===== src/mrrtc_pkg.sv =====
// constants and types for the mode register read controller
//------------------------------------------------------------
// How it works
// - read command: cs low, ca 1000 rising
// - read command period is two clocks
// - only no-operation during command period
// - read to write spacing, latency based
// - read to register write, same spacing
// - never overlap an ongoing data burst
// - after read wait half burst length
// - after write wait wl+1+bl/2+wtr
// - use shortened burst length after stop
// - poll often enough for 2 degrees
// - calibration reads only when banks idle
// - every read is four beats, uninterrupted
//------------------------------------------------------------
package mrrtc_pkg;
  // clocking
  localparam int unsigned CLK_KHZ       = 40000;
  localparam int unsigned SYS_PS        = 25000;
  localparam int unsigned CK_DIV        = 2;
  localparam int unsigned TCK_PS        = SYS_PS * CK_DIV;
  localparam int unsigned SYNC_STAGES   = 2;
  // link timing, in link clocks unless stated
  localparam int unsigned RL_CK         = 3;
  localparam int unsigned WL_CK         = 1;
  localparam int unsigned MRR_BL        = 4;
  localparam int unsigned MODE_READ_CMD_PERIOD_CK       = 2;
  localparam int unsigned DQSCK_MAX_PS  = 5500;
  localparam int unsigned WTR_PS        = 7500;
  localparam int unsigned RU_DQSCK      = (DQSCK_MAX_PS + TCK_PS - 1) / TCK_PS;
  localparam int unsigned RU_WTR        = (WTR_PS + TCK_PS - 1) / TCK_PS;
  localparam int unsigned MRR_TO_WR_CK  = RL_CK + RU_DQSCK + MRR_BL / 2 + 1;
  // same figures in system cycles
  localparam logic [7:0]  MODE_READ_CMD_PERIOD_NOP_SYS  = 8'(MODE_READ_CMD_PERIOD_CK * CK_DIV - 3);
  // strobe delay is rounded in system cycles, not link clocks, or the capture lands one beat late
  localparam logic [7:0]  WAIT_SYS      = 8'(RL_CK * CK_DIV + (DQSCK_MAX_PS + SYS_PS - 1) / SYS_PS + SYNC_STAGES - 5);
  localparam logic [7:0]  WR_GAP_SYS    = 8'((WL_CK + 1 + RU_WTR) * CK_DIV);
  localparam logic [15:0] MRR_TO_WR_SYS = 16'(MRR_TO_WR_CK * CK_DIV + 1);
  localparam logic [1:0]  LAST_BEAT     = 2'(MRR_BL - 1);
  // temperature polling
  localparam int unsigned TSI_MS        = 32;
  localparam int unsigned SYS_RESP_MS   = 1;
  localparam int unsigned POLL_MS       = 100;
  localparam logic [2:0]  TEMP_HOT_CODE = 3'h3;
  // pin codes
  localparam logic [3:0]  MRR_CODE      = 4'h8;
  localparam logic [9:0]  NOP_CA        = 10'h003;
  localparam logic [7:0]  MA_TEMP       = 8'h04;
  localparam logic [7:0]  MA_CAL_A      = 8'h20;
  localparam logic [7:0]  MA_CAL_B      = 8'h28;
  localparam logic [3:0]  PAT_A         = 4'h5;
  localparam logic [3:0]  PAT_B         = 4'hC;
  localparam int unsigned DQ_W          = 32;
  localparam int unsigned BYTES         = DQ_W / 8;

  typedef struct packed {
    logic       cs_n;
    logic [9:0] ca;
  } mrrtc_ca_s;

  typedef enum logic [2:0] {
    ST_IDLE,
    ST_CMD_R,
    ST_CMD_F,
    ST_NOP,
    ST_WAIT,
    ST_BURST
  } mrrtc_state_e;
endpackage


===== src/mrrtc_ctrl.sv =====
// controller issuing mode register reads, temperature polls and calibration reads
`timescale 1ns/100ps
module mrrtc_ctrl
  import mrrtc_pkg::*;
#(
  parameter int unsigned POLL_CYCLES = POLL_MS * CLK_KHZ
) (
  // clock, reset, enable
  input  wire logic             clk_sys_i,
  input  wire logic             rst_n_i,
  input  wire logic             ce_i,
  // read request
  input  wire logic             req_valid_i,
  input  wire logic [7:0]       req_ma_i,
  output logic                  req_ready_o,
  // read answer
  output logic                  rsp_valid_o,
  output logic [7:0]            rsp_data_o,
  output logic                  rsp_err_o,
  output logic                  rsp_cal_ok_o,
  // array traffic notes from the main scheduler
  input  wire logic             rd_cmd_i,
  input  wire logic             wr_cmd_i,
  input  wire logic [4:0]       bl_eff_i,
  input  wire logic             banks_idle_i,
  // spacing status
  output logic                  wr_ok_o,
  output logic                  mrw_ok_o,
  // temperature
  output logic [2:0]            temp_status_o,
  output logic                  temp_hot_o,
  // device pins
  output logic                  ck_t_o,
  output logic                  ck_c_o,
  output mrrtc_ca_s             link_o,
  input  wire logic [DQ_W-1:0]  dq_i,
  input  wire logic [BYTES-1:0] dqs_t_i
);

  mrrtc_state_e          state_reg;
  logic                  ck_reg;
  logic [7:0]            cnt_reg;
  logic [1:0]            beat_reg;
  logic [7:0]            gap_reg;
  logic [15:0]           post_reg;
  logic [31:0]           poll_cnt_reg;
  logic                  poll_pend_reg;
  logic                  poll_expire;
  logic [7:0]            tgt_reg;
  logic                  int_reg;
  logic                  start;
  logic                  accept;
  logic                  reject;
  logic                  done;
  logic [DQ_W-1:0]       dq_s1_reg, dq_s2_reg;
  logic [BYTES-1:0]      dqs_s1_reg, dqs_s2_reg, dqs_prev_reg;
  logic                  dqs_seen_reg;
  logic [7:0]            data_reg;
  logic [3:0]            pat_reg [BYTES];
  logic [BYTES-1:0]      lanes_ok_reg;
  logic [BYTES-1:0]      byte_ok;
  logic [3:0]            pat_exp;
  logic                  is_cal;
  logic [7:0]            wr_gap_next;
  logic                  done_reg;

  //------------------------------------------------------------
  // pin synchronisers
  //------------------------------------------------------------
  always_ff @(posedge clk_sys_i or negedge rst_n_i) begin
    if (!rst_n_i) begin
      dq_s1_reg  <= '0;
      dq_s2_reg  <= '0;
      dqs_s1_reg <= '0;
      dqs_s2_reg <= '0;
    end else if (ce_i) begin
      dq_s1_reg  <= dq_i;
      dq_s2_reg  <= dq_s1_reg;
      dqs_s1_reg <= dqs_t_i;
      dqs_s2_reg <= dqs_s1_reg;
    end
  end

  //------------------------------------------------------------
  // link clock divider
  //------------------------------------------------------------
  always_ff @(posedge clk_sys_i or negedge rst_n_i) begin
    if (!rst_n_i) begin
      ck_reg <= 1'b0;
    end else if (ce_i) begin
      ck_reg <= ~ck_reg;
    end
  end

  assign ck_t_o = ck_reg;

  always_ff @(posedge clk_sys_i or negedge rst_n_i) begin
    if (!rst_n_i) begin
      ck_c_o <= 1'b1;
    end else if (ce_i) begin
      ck_c_o <= ck_reg;
    end
  end

  //------------------------------------------------------------
  // request decode
  //------------------------------------------------------------
  assign is_cal      = (req_ma_i == MA_CAL_A) || (req_ma_i == MA_CAL_B);
  assign accept      = ce_i && req_valid_i && req_ready_o;
  assign reject      = accept && is_cal && !banks_idle_i;
  assign poll_expire = (poll_cnt_reg == POLL_CYCLES - 1);
  // poll waits for its own launch slot, same phase and gap as a user request
  assign start       = (accept && !reject) ||
                       (ce_i && state_reg == ST_IDLE && poll_pend_reg && ck_reg && gap_reg == 8'h00);
  assign done        = ce_i && state_reg == ST_BURST && beat_reg == LAST_BEAT;
  assign wr_gap_next = WR_GAP_SYS + 8'(bl_eff_i);

  //------------------------------------------------------------
  // spacing after array bursts
  //------------------------------------------------------------
  // read gap, write gap, effective length
  always_ff @(posedge clk_sys_i or negedge rst_n_i) begin
    if (!rst_n_i) begin
      gap_reg <= 8'h00;
    end else if (ce_i) begin
      if (wr_cmd_i && wr_gap_next > gap_reg) begin
        gap_reg <= wr_gap_next;
      end else if (rd_cmd_i && 8'(bl_eff_i) > gap_reg) begin
        gap_reg <= 8'(bl_eff_i);
      end else if (gap_reg != 8'h00) begin
        gap_reg <= gap_reg - 8'h01;
      end
    end
  end

  always_ff @(posedge clk_sys_i or negedge rst_n_i) begin
    if (!rst_n_i) begin
      req_ready_o <= 1'b0;
    end else if (ce_i) begin
      req_ready_o <= state_reg == ST_IDLE && !ck_reg && gap_reg <= 8'h01 && !rd_cmd_i && !wr_cmd_i &&
                     !poll_pend_reg && !poll_expire && !accept;
    end
  end

  //------------------------------------------------------------
  // sequencer
  //------------------------------------------------------------
  // two clock command period, four beats
  always_ff @(posedge clk_sys_i or negedge rst_n_i) begin
    if (!rst_n_i) begin
      state_reg <= ST_IDLE;
      cnt_reg   <= 8'h00;
      beat_reg  <= 2'h0;
    end else if (ce_i) begin
      case (state_reg)
        ST_IDLE: begin
          if (start) begin
            state_reg <= ST_CMD_R;
          end
        end
        ST_CMD_R: begin
          state_reg <= ST_CMD_F;
        end
        ST_CMD_F: begin
          state_reg <= ST_NOP;
          cnt_reg   <= MODE_READ_CMD_PERIOD_NOP_SYS;
        end
        ST_NOP: begin
          if (cnt_reg == 8'h00) begin
            state_reg <= ST_WAIT;
            cnt_reg   <= WAIT_SYS;
          end else begin
            cnt_reg <= cnt_reg - 8'h01;
          end
        end
        ST_WAIT: begin
          if (cnt_reg == 8'h00) begin
            state_reg <= ST_BURST;
            beat_reg  <= 2'h0;
          end else begin
            cnt_reg <= cnt_reg - 8'h01;
          end
        end
        ST_BURST: begin
          beat_reg <= beat_reg + 2'h1;
          if (beat_reg == LAST_BEAT) begin
            state_reg <= ST_IDLE;
          end
        end
        default: begin
          state_reg <= ST_IDLE;
        end
      endcase
    end
  end

  //------------------------------------------------------------
  // command pins
  //------------------------------------------------------------
  // rise half then fall half, no-operation otherwise
  always_ff @(posedge clk_sys_i or negedge rst_n_i) begin
    if (!rst_n_i) begin
      link_o <= '{cs_n: 1'b1, ca: NOP_CA};
    end else if (ce_i) begin
      if (start) begin
        link_o <= '{cs_n: 1'b0, ca: {(accept ? req_ma_i[7:2] : MA_TEMP[7:2]), MRR_CODE}};
      end else if (state_reg == ST_CMD_R) begin
        link_o <= '{cs_n: 1'b0, ca: {8'h00, tgt_reg[1:0]}};
      end else begin
        link_o <= '{cs_n: 1'b0, ca: NOP_CA};
      end
    end
  end

  always_ff @(posedge clk_sys_i or negedge rst_n_i) begin
    if (!rst_n_i) begin
      tgt_reg <= 8'h00;
      int_reg <= 1'b0;
    end else if (start) begin
      tgt_reg <= accept ? req_ma_i : MA_TEMP;
      int_reg <= !accept;
    end
  end

  //------------------------------------------------------------
  // spacing after the read command
  //------------------------------------------------------------
  // write spacing, register write spacing
  always_ff @(posedge clk_sys_i or negedge rst_n_i) begin
    if (!rst_n_i) begin
      post_reg <= 16'h0000;
      wr_ok_o  <= 1'b1;
      mrw_ok_o <= 1'b1;
    end else if (ce_i) begin
      if (start) begin
        post_reg <= MRR_TO_WR_SYS;
      end else if (post_reg != 16'h0000) begin
        post_reg <= post_reg - 16'h0001;
      end
      wr_ok_o  <= post_reg == 16'h0000 && !start;
      mrw_ok_o <= post_reg == 16'h0000 && !start;
    end
  end

  //------------------------------------------------------------
  // burst capture
  //------------------------------------------------------------
  // only beat zero low byte is data
  always_ff @(posedge clk_sys_i or negedge rst_n_i) begin
    if (!rst_n_i) begin
      data_reg     <= 8'h00;
      dqs_prev_reg <= '0;
      dqs_seen_reg <= 1'b0;
    end else if (ce_i) begin
      dqs_prev_reg <= dqs_s2_reg;
      if (start) begin
        dqs_seen_reg <= 1'b0;
      end else if (state_reg == ST_BURST) begin
        dqs_seen_reg <= dqs_seen_reg || (dqs_s2_reg != dqs_prev_reg);
        if (beat_reg == 2'h0) begin
          data_reg <= dq_s2_reg[7:0];
        end
      end
    end
  end

  assign pat_exp = (tgt_reg == MA_CAL_A) ? PAT_A : PAT_B;

  // lane 0 of each byte, every beat
  generate
    for (genvar b = 0; b < BYTES; b++) begin : g_byte
      always_ff @(posedge clk_sys_i or negedge rst_n_i) begin
        if (!rst_n_i) begin
          pat_reg[b]      <= 4'h0;
          lanes_ok_reg[b] <= 1'b1;
        end else if (ce_i) begin
          if (start) begin
            lanes_ok_reg[b] <= 1'b1;
          end else if (state_reg == ST_BURST) begin
            pat_reg[b][beat_reg] <= dq_s2_reg[8*b];
            // copy of lane 0 or zero
            lanes_ok_reg[b] <= lanes_ok_reg[b] &&
                               (dq_s2_reg[8*b+1 +: 7] == {7{dq_s2_reg[8*b]}} || dq_s2_reg[8*b+1 +: 7] == 7'h00);
          end
        end
      end
      assign byte_ok[b] = lanes_ok_reg[b] && (pat_reg[b] == pat_exp);
    end
  endgenerate

  //------------------------------------------------------------
  // answers
  //------------------------------------------------------------
  // answer one cycle after the last beat, so the last pattern bit is in
  always_ff @(posedge clk_sys_i or negedge rst_n_i) begin
    if (!rst_n_i) begin
      done_reg     <= 1'b0;
      rsp_valid_o  <= 1'b0;
      rsp_data_o   <= 8'h00;
      rsp_err_o    <= 1'b0;
      rsp_cal_ok_o <= 1'b0;
    end else if (ce_i) begin
      done_reg     <= done;
      rsp_valid_o  <= reject || (done_reg && !int_reg);
      rsp_err_o    <= reject || (done_reg && !int_reg && !dqs_seen_reg);
      rsp_data_o   <= reject ? 8'h00 : data_reg;
      rsp_cal_ok_o <= !reject && done_reg && (tgt_reg == MA_CAL_A || tgt_reg == MA_CAL_B) && (&byte_ok);
    end
  end

  //------------------------------------------------------------
  // temperature polling
  //------------------------------------------------------------
  // interval sized for the gradient budget
  always_ff @(posedge clk_sys_i or negedge rst_n_i) begin
    if (!rst_n_i) begin
      poll_cnt_reg  <= 32'h0000_0000;
      poll_pend_reg <= 1'b0;
    end else if (ce_i) begin
      poll_cnt_reg <= poll_expire ? 32'h0000_0000 : poll_cnt_reg + 32'h0000_0001;
      // expiry wins over the launch clear
      if (poll_expire) begin
        poll_pend_reg <= 1'b1;
      end else if (start && !accept) begin
        poll_pend_reg <= 1'b0;
      end
    end
  end

  // status read like any register, hot code
  always_ff @(posedge clk_sys_i or negedge rst_n_i) begin
    if (!rst_n_i) begin
      temp_status_o <= 3'h0;
      temp_hot_o    <= 1'b0;
    end else if (done && tgt_reg == MA_TEMP) begin
      temp_status_o <= data_reg[2:0];
      temp_hot_o    <= data_reg[2:0] >= TEMP_HOT_CODE;
    end
  end

endmodule


===== config.mk =====
export PLATFORM = sky130hd
export DESIGN_NAME = mrrtc_ctrl
export DESIGN_NICKNAME = d
export VERILOG_FILES = /design/src/mrrtc_pkg.sv /design/src/mrrtc_ctrl.sv
export SDC_FILE = /design/constraint.sdc
export NUM_CORES = 1
export LEC_CHECK = 0
export BUFFER_PORTS_ARGS = -buffer_cell sky130_fd_sc_hd__buf_2
export CAP_MARGIN = 20
export CELL_PAD_IN_SITES_DETAIL_PLACEMENT = 1
export CELL_PAD_IN_SITES_GLOBAL_PLACEMENT = 2
export CORE_MARGIN = 2
export CORE_UTILIZATION = 40
export CTS_CLUSTER_SIZE = 14
export DETAILED_ROUTE_END_ITERATION = 12
export PLACE_DENSITY_LB_ADDON = 0.1
export SLEW_MARGIN = 5
export SYNTH_ARGS = -nofsm -noshare
export SYNTH_HDL_FRONTEND = slang
export SYNTH_SLANG_ARGS = --single-unit

===== constraint.sdc =====
create_clock -name clk_sys_i -period 2.7 [get_ports clk_sys_i]
set_input_delay 0.27 -clock clk_sys_i [delete_from_list [all_inputs] [get_ports clk_sys_i]]
set_output_delay 0.27 -clock clk_sys_i [all_outputs]
set_load 0.05 [all_outputs]

==> impl_metrics.tcl, run 1 <==
set metrics [dict create \
    crit_path_max_incr_delay_ns 0.59 \
    n_antenna_cell 0 \
    seq_area_frac_synth_pct 55.12 \
    irDropWorstVdd_mv 0.5951 \
    drive_gt1_share_pct 26.94 \
    grt_pass1_wl_um 40010 \
    routabilityCongestion 0.8225 \
    post-route-min-period_ns 2.511 \
    layout_common_cells "dfrtp_1, mux2_2, buf_2, nand2_1, nor2_1" \
    cts.sinks 214 \
    rr_startpoint "gap_reg[4]" \
    synth_compound_area_share_pct 7.698 \
    nets 1048 \
    leakage_uw 0.005344 \
    first_pass_iters 4 \
    critPathBufInv 2 \
    post_dp_cell_area_mm2 0.01058 \
    cp_top_family "simple AND/OR/NAND/NOR gates" \
    slew_headroom_pct 43.58 \
    whs_ns 0.02068 \
    worstPathRequired_ns 3.11 \
    postSynthAreaPerCell_um2 11.65 \
    die_height_um 160.0 \
    p_per_area_mw_per_mm2 811.9 \
    clkLatencyLatePin_ns 0.52 \
    grt.overflow.total 0 \
    design_area_mm2 0.01174 \
    fin_ws_ns 0.1893 \
    h-tree-depth 1 \
    layout.cells.non_filler 1315 \
    worstPathCellList "dlygate4sd3_1 -> buf_2 -> nor4_1 -> a31oi_1 -> nor2_1 -> and3_4 -> mux2_2" \
    antenna_found_initial 0 \
    path_class "in2reg" \
    yosys.area_share.simple_pct 14.57 \
    setup_viol 0 \
    cp_max_fo 12 \
    hold_viol_final 0 \
    r2r_end "gap_reg[2]" \
    drt_wl_total_um 23460 \
    synth_top_family_by_area "simple AND/OR/NAND/NOR gates" \
    cts_tree "done" \
    cp_num_cells 7 \
    grt_max_degree 75 \
    die-area_mm2 0.02560 \
    clk_pin_slew_ns 0.06 \
    tightestPinTransition_ns 0.8463 \
    worstPathArrival_ns 2.92 \
    grt_pass1_vias 7677 \
    initial_core_util_pct 40.39 \
    muxShareOfSynthArea_pct 12.77 \
    maxCapViolCount 0 \
    routedWlPerCell_um 17.84 \
    synth_area_mm2 0.009736 \
    vias 6919 \
    crit_path_top_delay_cell "nor2_1" \
    cp-end-kind "register" \
    grt.total_usage_pct 19.07 \
    start_kind "input pin" \
    fin_skew_ns 0.01975 \
    r2r_slack_ns 0.23 \
    drt_iter0_drc 238 \
    post_cts_buffers 0 \
    yosysWarningCount 0 \
    fmax_mhz 398.3 \
    maxSlewViolCount 0 \
    mostFrequentLayoutCell "dfrtp_1" \
    period_share_pct 92.99 \
    outcome "complete, no violations" \
    ioPinCount 87 \
    core.rowCount 57 \
    rr_worst_depth 7 \
    hp-class "in2reg" \
    synth_seq_cells 214 \
    drc 0 \
    postSynth.asyncResetShare_pct 100.0 \
    synth_fa_ha_area_share_pct 2.570 \
    numCtsBuffers 25 \
    crit_start "req_ma_i[1]" \
    port_buffers 85 \
    ys_types 71 \
    ys.flop_type "dfrtp_1" \
    fin_setup_tns_ns 0 \
    crit_end "data_reg[1]" \
    dp_hpwl_um 16620 \
    via_per_inst 5.262 \
    placedCellCount 1231 \
    area_delta_synth_final_pct 20.63 \
    ant_nets 0 \
    clock_path_buffers 3 \
    synth_enable_flop_cells 0 \
    clockRootBuffer "clkbuf_16" \
    synth_fp_nets 912 \
    synth_xor_area_share_pct 4.408 \
    rsz0062_at_grt "false" \
    core-area_mm2 0.02411 \
    postSynthCellCount 836 \
    dieWidth_um 160.0 \
    pre_cts_slack_ns -0.01971 \
]
-- how the worst min path moves through the flow --
stage / end / slack (ns) / cells after the start / start
2_1_floorplan: beat_reg[0] / -0.03 / 0 / rst_n_i
3_3_place_gp: poll_cnt_reg[18] / 0.29 / 1 / rst_n_i
3_5_place_dp: poll_cnt_reg[18] / 0.30 / 1 / rst_n_i
4_1_cts: tgt_reg[7] / 0.001 / 3 / req_ma_i[7]
5_1_grt: link_o[10] / 0.03 / 2 / ce_i
6_report: tgt_reg[4] / 0.02 / 3 / req_ma_i[4]
-- what timing repair did --
item / 4_1_cts / 5_1_grt
endpoints found under the setup margin: 0 / 1
resized for setup: 0 / 1
endpoints found under the hold margin: 94 / 0
hold buffers: 38 / 0
-- synth_stat cells (4+ instances only) --
library cell,number,area (um^2)
nand4_1,21,131.4
o2bb2ai_1,4,35.03
clkbuf_1,19,71.32
o21ai_0,37,185.2
xnor2_1,36,315.3
nor4_1,14,87.58
nor2_1,53,198.9
or3_1,11,68.82
nand2_1,62,232.7
and2_1,4,25.02
inv_1,33,123.9
nand2b_1,6,37.54
or4_1,8,60.06
xor2_1,13,113.9
a21oi_1,19,95.09
mux2_2,106,1194
nand3_1,19,95.09
ha_1,20,250.2
o31ai_1,4,30.03
nor4b_1,5,43.79
a22o_1,11,96.34
buf_4,5,37.54
dfstp_2,9,236.5
dfrtp_1,205,5130
mux2i_1,5,50.05
o211ai_1,6,45.04
a21o_1,4,30.03
and3_1,13,81.33
nor3_1,21,105.1
-- cells by family (layout without fill, tap and decap cells) --
family,after synthesis,after routing
other cells,1,1
simple gates,263,263
compound gates,113,113
buf+inv,65,220
xor+xnor,49,49
fa+ha+maj,20,20
mux,111,111
flops,214,214
-- per-layer routing --
| layer | vias up | part of all wire [%] | track usage, % |
|---|---|---|---|
| li1 | 3259 | - | - |
| met1 | 3514 | 45 | 25.37 |
| met3 | 31 | 3.4 | 2.909 |
| met4 | 0 | 1.6 | 3.604 |
| met5 | - | 0 | 0 |
| met2 | 115 | 50 | 33.41 |
-- worst reg2reg max path: cells and delay by family, from the launching register on --
family | cells | cell delay, ns
AO/OA/AOI/OAI | 5 | 1.45
adder cells (fa/ha/maj) | 1 | 0.33
buffers and inverters | 1 | 0.14
flip-flops | 1 | 0.41
-- per-stage QoR --
step / total power, uW / utilization (%)
final: 9535 / 48.72
after global routing: 10150 / 48.72
after CTS: 9657 / 48.69
after detailed placement: 6399 / 43.91
after global placement: 6237 / 43.91
after floorplan: 5694 / -
-- cell type report --
cell class                 count  area [um^2]
fill                        2610        12360
sequential                   214         5366
multi-input combinational    557         4103
timing repair buffer         140        969.7
clock buffer                  40        732.0
tap                          324        405.4
inverter                      34        127.6
clock inverter                 6        40.04
-- power by group --
part | internal (uW) | switching [uW]
sequential | 3760 | 521
clock | 1860 | 1310
combinational | 931 | 1160
No activity file was read; power rests on OpenSTA's default activity.
==> inputs of run 2 (changes only) <==
--- a/config.mk
+++ b/config.mk
@@ -14,6 +14,7 @@
 export CTS_CLUSTER_SIZE = 14
 export DETAILED_ROUTE_END_ITERATION = 12
 export PLACE_DENSITY_LB_ADDON = 0.1
+export REMOVE_ABC_BUFFERS = 1
 export SLEW_MARGIN = 5
 export SYNTH_ARGS = -nofsm -noshare
 export SYNTH_HDL_FRONTEND = slang
==> run 2 against run 1 <==
Core utilization up 0.58 points. Final cell count is 0.15% higher. Cell area up 1.2%. Sequential share of layout area fell by 0.54 points. Wire length grew 0.91%. Clock power rose by 13%. Register-to-register slack worse by 0.02 ns. Fmax is 0.95% higher. Worst setup slack better by 0.024 ns. Sequential power hardly changed. Largest cell class unchanged.
==> impl_metrics.tcl, run 2 (synthesis results as in run 1) <==
set metrics [dict create \
    die_height_um 160.0 \
    core.rowCount 57 \
    routabilityCongestion 0.8504 \
    power_frac_seq_pct 42.9 \
    grt_max_degree 79 \
    maxCapViolCount 0 \
    area_delta_synth_final_pct 22.07 \
    p_per_area_mw_per_mm2 839.0 \
    initial_core_util_pct 40.39 \
    maxSlewViolCount 0 \
    fin_skew_ns 0.01690 \
    start_kind "register" \
    grt.total_usage_pct 19.12 \
    power.share.combinational_pct 21.4 \
    setup_viol 0 \
    fin_setup_tns_ns 0 \
    irDropWorstVdd_mv 0.4213 \
    cts_tree "done" \
    power.internal_uw 6919 \
    dieWidth_um 160.0 \
    period_share_pct 92.11 \
    rsz0062_at_grt "false" \
    worstPathCellList "inv_1 -> ha_1 -> nor2_1 -> o211ai_1 -> a211oi_2 -> a21o_1 -> o21ai_1 -> a2111oi_1" \
    post-route-min-period_ns 2.487 \
    cp_top_family "compound AO/OA/AOI/OAI gates" \
    power.switching_uw 3051 \
    via_per_inst 5.286 \
    worstPathArrival_ns 2.88 \
    die-area_mm2 0.02560 \
    utilization_pct 49.30 \
    layout_common_cells "dfrtp_1, mux2_2, buf_2, nand2_1, nor2_1" \
    hold_viol_final 0 \
    vias 6962 \
    ioPinCount 87 \
    power_uw 9970 \
    path_class "reg2reg" \
    drive_gt1_share_pct 27.59 \
    dp_hpwl_um 16520 \
    drt_wl_total_um 23670 \
    whs_ns 0.02090 \
    nets 1053 \
    grt.overflow.total 0 \
    clkPwrFrac_pct 35.7 \
    layout.cells.non_filler 1317 \
    mostFrequentLayoutCell "dfrtp_1" \
    clockRootBuffer "clkbuf_16" \
    ant_nets 0 \
    critPathBufInv 1 \
    cp-end-kind "register" \
    cp_max_fo 8 \
    grt_pass1_wl_um 39990 \
    slew_headroom_pct 56.82 \
    drt_iter0_drc 250 \
    clk_pin_slew_ns 0.06 \
    outcome "complete, no violations" \
    netSwitchingFraction_pct 30.60 \
    clkLatencyLatePin_ns 0.53 \
    worstPathRequired_ns 3.10 \
    hp-class "in2reg" \
    cts_resized 0 \
    r2r_slack_ns 0.21 \
    numCtsBuffers 25 \
    routedWlPerCell_um 17.97 \
    core-area_mm2 0.02411 \
    drc 0 \
    grt_pass1_vias 7770 \
    leakage_uw 0.005424 \
    crit_path_max_incr_delay_ns 0.52 \
    crit_path_top_delay_cell "a211oi_2" \
    h-tree-depth 1 \
    port_buffers 85 \
    fmax_mhz 402.1 \
    antenna_found_initial 0 \
    post_cts_buffers 0 \
    placedCellCount 1234 \
    first_pass_iters 4 \
    cts.sinks 214 \
    tightestPinTransition_ns 0.6478 \
    n_antenna_cell 0 \
    clock_path_buffers 3 \
]
## run 2: changes by cell type in the layout (fill, tap and decap cells not counted), sizes merged
cell,previous run,this run
clkinvlp,1,0
bufinv,0,3
clkbuf,41,38
dlygate4sd3,38,40
buf,101,104
clkinv,4,2
## run 2: tightest hold or removal path, cell delays in order
cell     delay, ns
buf_2         0.10
nand2_1       0.06
o21ai_0       0.07
## run 2: worst paths after layout
check	cells after the start	end	startpoint
max	8	gap_reg[2]	gap_reg[1]
min	3	tgt_reg[6]	req_ma_i[6]
max reg2reg	8	gap_reg[2]	gap_reg[1]
min reg2reg	2	link_o[0]	link_o[0]
max in group asynchronous	3	poll_cnt_reg[15]	rst_n_i
min in group asynchronous	2	post_reg[15]	rst_n_i
## run 2: cell type report
class / count / area (um^2)
fillers: 2589 / 12220
flip-flops and latches: 214 / 5366
multi-input cells: 557 / 4098
repair buffers: 145 / 1012
clock buffers: 37 / 750.7
well taps: 324 / 405.4
inverters: 34 / 127.6
clock inverters: 6 / 123.9
## run 2: metrics by stage
| step | cell area, um^2 | setup WS, ns |
|---|---|---|
| 3_3_place_gp | 10610 | 0.2413 |
| 2_1_floorplan | 9589 | 0.1524 |
| 6_report | 11880 | 0.2129 |
| 3_5_place_dp | 10610 | 0.08733 |
| 4_1_cts | 11880 | 0.1907 |
| 5_1_grt | 11880 | 0.03503 |
## run 2: routing by layer
metal / GRT usage (%) / wire (um)
met1: 23.98 / 10190
met2: 34.32 / 12060
met3: 3.039 / 775
met4: 5.242 / 639
met5: 0 / 0
## run 2: power by group through the flow
stage / logic, uW / clock network [uW] / registers (uW)
6_report: 2130 / 3560 / 4280
5_1_grt: 2400 / 3790 / 4360
4_1_cts: 2160 / 3650 / 4280
3_5_place_dp: 2090 / 0 / 4330
3_3_place_gp: 1980 / 0 / 4270
2_1_floorplan: 1330 / 0 / 4320
## run 2: what timing repair did
item	in CTS	in global routing
hold buffers	40	0
hold endpoints to repair	84	0
setup endpoints to repair	0	0
==> inputs of run 3 (changes only) <==
--- a/config.mk
+++ b/config.mk
@@ -5,14 +5,16 @@
 export SDC_FILE = /design/constraint.sdc
 export NUM_CORES = 1
 export LEC_CHECK = 0
+export ABC_AREA = 1
 export BUFFER_PORTS_ARGS = -buffer_cell sky130_fd_sc_hd__buf_2
 export CAP_MARGIN = 20
 export CELL_PAD_IN_SITES_DETAIL_PLACEMENT = 1
 export CELL_PAD_IN_SITES_GLOBAL_PLACEMENT = 2
 export CORE_MARGIN = 2
-export CORE_UTILIZATION = 40
+export CORE_UTILIZATION = 36
 export CTS_CLUSTER_SIZE = 14
 export DETAILED_ROUTE_END_ITERATION = 12
+export GPL_ROUTABILITY_DRIVEN = 0
 export PLACE_DENSITY_LB_ADDON = 0.1
 export REMOVE_ABC_BUFFERS = 1
 export SLEW_MARGIN = 5
==> run 3 against run 2 <==
Sequential share of layout area down 2.7 points. Die area up 19%. Wire length up 17%. Cell area up 6.5%. Power up 15%. Flip-flop and latch count unchanged. Final cell count up 39%. Worst setup slack better by 0.24 ns. Global-route usage down 0.46 points. Fmax up 11%. Clock skew down 0.0061 ns. Non-clock buffer count down 8. Highest routed layer unchanged.
==> impl_metrics.tcl, run 3 <==
set metrics [dict create \
    regArea_mm2 0.005366 \
    synth_seq_cells 214 \
    clock_path_buffers 3 \
    via_per_inst 4.772 \
    ys_types 45 \
    cp_max_fo 7 \
    post-route-min-period_ns 2.247 \
    min-delay-start "req_ma_i[3]" \
    multi_input_area_mm2 0.004379 \
    ys.flop_type "dfrtp_1" \
    rsz0062_at_grt "false" \
    yosysMostFrequentCell "nand2_1" \
    initial_core_util_pct 36.57 \
    maxSlewViolCount 0 \
    leakage_uw 0.006539 \
    synth.largest_area_cell "dfrtp_1" \
    core.rowCount 62 \
    dieWidth_um 174.8 \
    fin_skew_ns 0.01076 \
    h-tree-depth 1 \
    maxCapViolCount 0 \
    hold_path_end "link_o[5]" \
    r2r_slack_ns 0.45 \
    slew_headroom_pct 61.00 \
    grt.overflow.total 0 \
    grt_max_degree 119 \
    rr_worst_depth 12 \
    worstPathArrival_ns 2.66 \
    crit_start "gap_reg[3]" \
    numCtsBuffers 26 \
    synth_enable_flop_cells 0 \
    outcome "complete, no violations" \
    tightestPinTransition_ns 0.5834 \
    post_cts_buffers 0 \
    first_pass_iters 4 \
    port_buffers 85 \
    drt_wl_total_um 27640 \
    hp-class "in2reg" \
    n_antenna_cell 0 \
    vias 8767 \
    p_per_area_mw_per_mm2 904.0 \
    die-area_mm2 0.03054 \
    postSynth.asyncResetShare_pct 100.0 \
    antenna_found_initial 0 \
    grt_pass1_wl_um 47130 \
    drc 0 \
    num-fill-cells 3506 \
    fmax_mhz 445.0 \
    core-area_mm2 0.02870 \
    period_share_pct 83.24 \
    synth_area_mm2 0.01050 \
    grt.total_usage_pct 18.66 \
    rr_startpoint "gap_reg[3]" \
    postSynthCellCount 1305 \
    fin_setup_tns_ns 0 \
    seq_area_frac_synth_pct 51.13 \
    setup_viol 0 \
    r2r_end "gap_reg[4]" \
    synthDominantCellAreaShare_pct 48.87 \
    synth_commonest_cells "nand2_1, dfrtp_1, inv_1" \
    clkLatencyLatePin_ns 0.53 \
    grt_pass1_vias 9302 \
    path_class "reg2reg" \
    design_area_mm2 0.01265 \
    ioPinCount 87 \
    mostFrequentLayoutCell "nand2_1" \
    clockRootBuffer "clkbuf_16" \
    irDropWorstVdd_mv 0.4876 \
    nets 1509 \
    area_delta_synth_final_pct 20.54 \
    drt_iter0_drc 367 \
    dp_hpwl_um 19400 \
    postSynthAreaPerCell_um2 8.043 \
    die_height_um 174.8 \
    netlist_top_cells_area "dfrtp_1, nand2_1, inv_1" \
    cts.sinks 214 \
    routedWlPerCell_um 15.05 \
    cts_tree "done" \
    yosysWarningCount 0 \
    clk_pin_slew_ns 0.06 \
    hold_depth 3 \
    layout_common_cells "nand2_1, dfrtp_1, inv_1, o21ai_0, nor2_1" \
    post_dp_cell_area_mm2 0.01137 \
    worstPathRequired_ns 3.11 \
    hold_viol_final 0 \
    start_kind "register" \
    cp-end-kind "register" \
    drive_gt1_share_pct 12.11 \
    ant_nets 0 \
]
[run 3: changes by cell type in the layout (fill, tap and decap cells not counted), sizes merged, moves of 8 or more]
cell	before	now
a22o	11	0
and3	14	1
inv	35	150
mux2	106	1
nand2	62	436
nand3	21	80
nand4	21	32
nor2	54	100
o21ai	42	109
o22ai	0	8
or3	12	0
or4	9	0
xnor2	36	8
xor2	13	36
[run 3: final cells by class]
type | instances | area share, %
Timing Repair Buffer | 137 | 7.595
Clock buffer | 40 | 6.428
Multi-Input combinational cell | 904 | 34.61
Inverter | 150 | 4.490
Tap cell | 384 | 3.797
Clock inverter | 8 | 0.6626
Sequential cell | 214 | 42.42
[run 3: logic make-up after synthesis]
| kind of cell | count (synthesis) | share of synthesized area (%) |
|---|---|---|
| AOI/OAI and AO/OA | 144 | 7.271 |
| muxes | 1 | 0.1073 |
| buffers and inverters | 187 | 7.152 |
| adders and majority gates | 20 | 2.384 |
| xor gates and xnor gates | 44 | 3.671 |
| other | 1 | 0.03573 |
| and+or+nand+nor | 694 | 28.25 |
| DFF | 214 | 51.13 |
[run 3: worst max-delay path by stage]
stage	endpoint	slack (ns)	cells after the start
final	gap_reg[4]	0.45	12
after global routing	gap_reg[4]	0.14	12
after CTS	cnt_reg[3]	0.43	11
after detailed placement	gap_reg[6]	0.36	14
after global placement	gap_reg[4]	0.41	17
after floorplan	post_reg[0]	0.52	8
[run 3: per-stage QoR]
step | worst slack [ns] | hold WS, ns | cells | total power (uW) | util [%]
finish | 0.4526 | 0.03799 | 1837 | 11440 | 44.08
global placement | 0.4094 | 0.1997 | 1751 | 7846 | 39.63
floorplan | 0.5155 | -0.02559 | 1268 | 6871 | -
CTS | 0.4348 | 0.007682 | 1837 | 11630 | 44.08
global route | 0.1429 | 0.03637 | 1837 | 12360 | 44.08
detailed placement | 0.3614 | 0.1997 | 1751 | 7943 | 39.63
[run 3: metal layers]
layer | track usage [%] | part of all wire, %
met1 | 26.46 | 50
met4 | 3.299 | 1.6
met3 | 2.219 | 2.3
met5 | 0 | 0
met2 | 31.11 | 46
[run 3: report_power, final]
group | total (uW) | switching [uW] | leakage, uW | internal [uW]
clock network | 3540 | 1380 | 0.000448 | 2170
registers | 4540 | 601 | 0.00267 | 3940
logic | 3350 | 2190 | 0.00342 | 1160
total | 11400 | 4170 | 0.00654 | 7270
[run 3: worst max-delay path, cell delays in order, from the launching register on]
cell and delay, ns:
dfrtp_1 0.41, inv_1 0.17, ha_1 0.27, a21oi_1 0.21, nand2_1 0.08, nand2_1 0.06
nand2_1 0.12, nand2_1 0.23, nand3_1 0.10, nand2_1 0.16, inv_1 0.16, nand2_1 0.11
nand2_1 0.05
[run 3: what timing repair did]
action	4_1_cts	5_1_grt
hold buffers	38	0
endpoints found under the hold margin	78	0
gates resized for setup	0	0
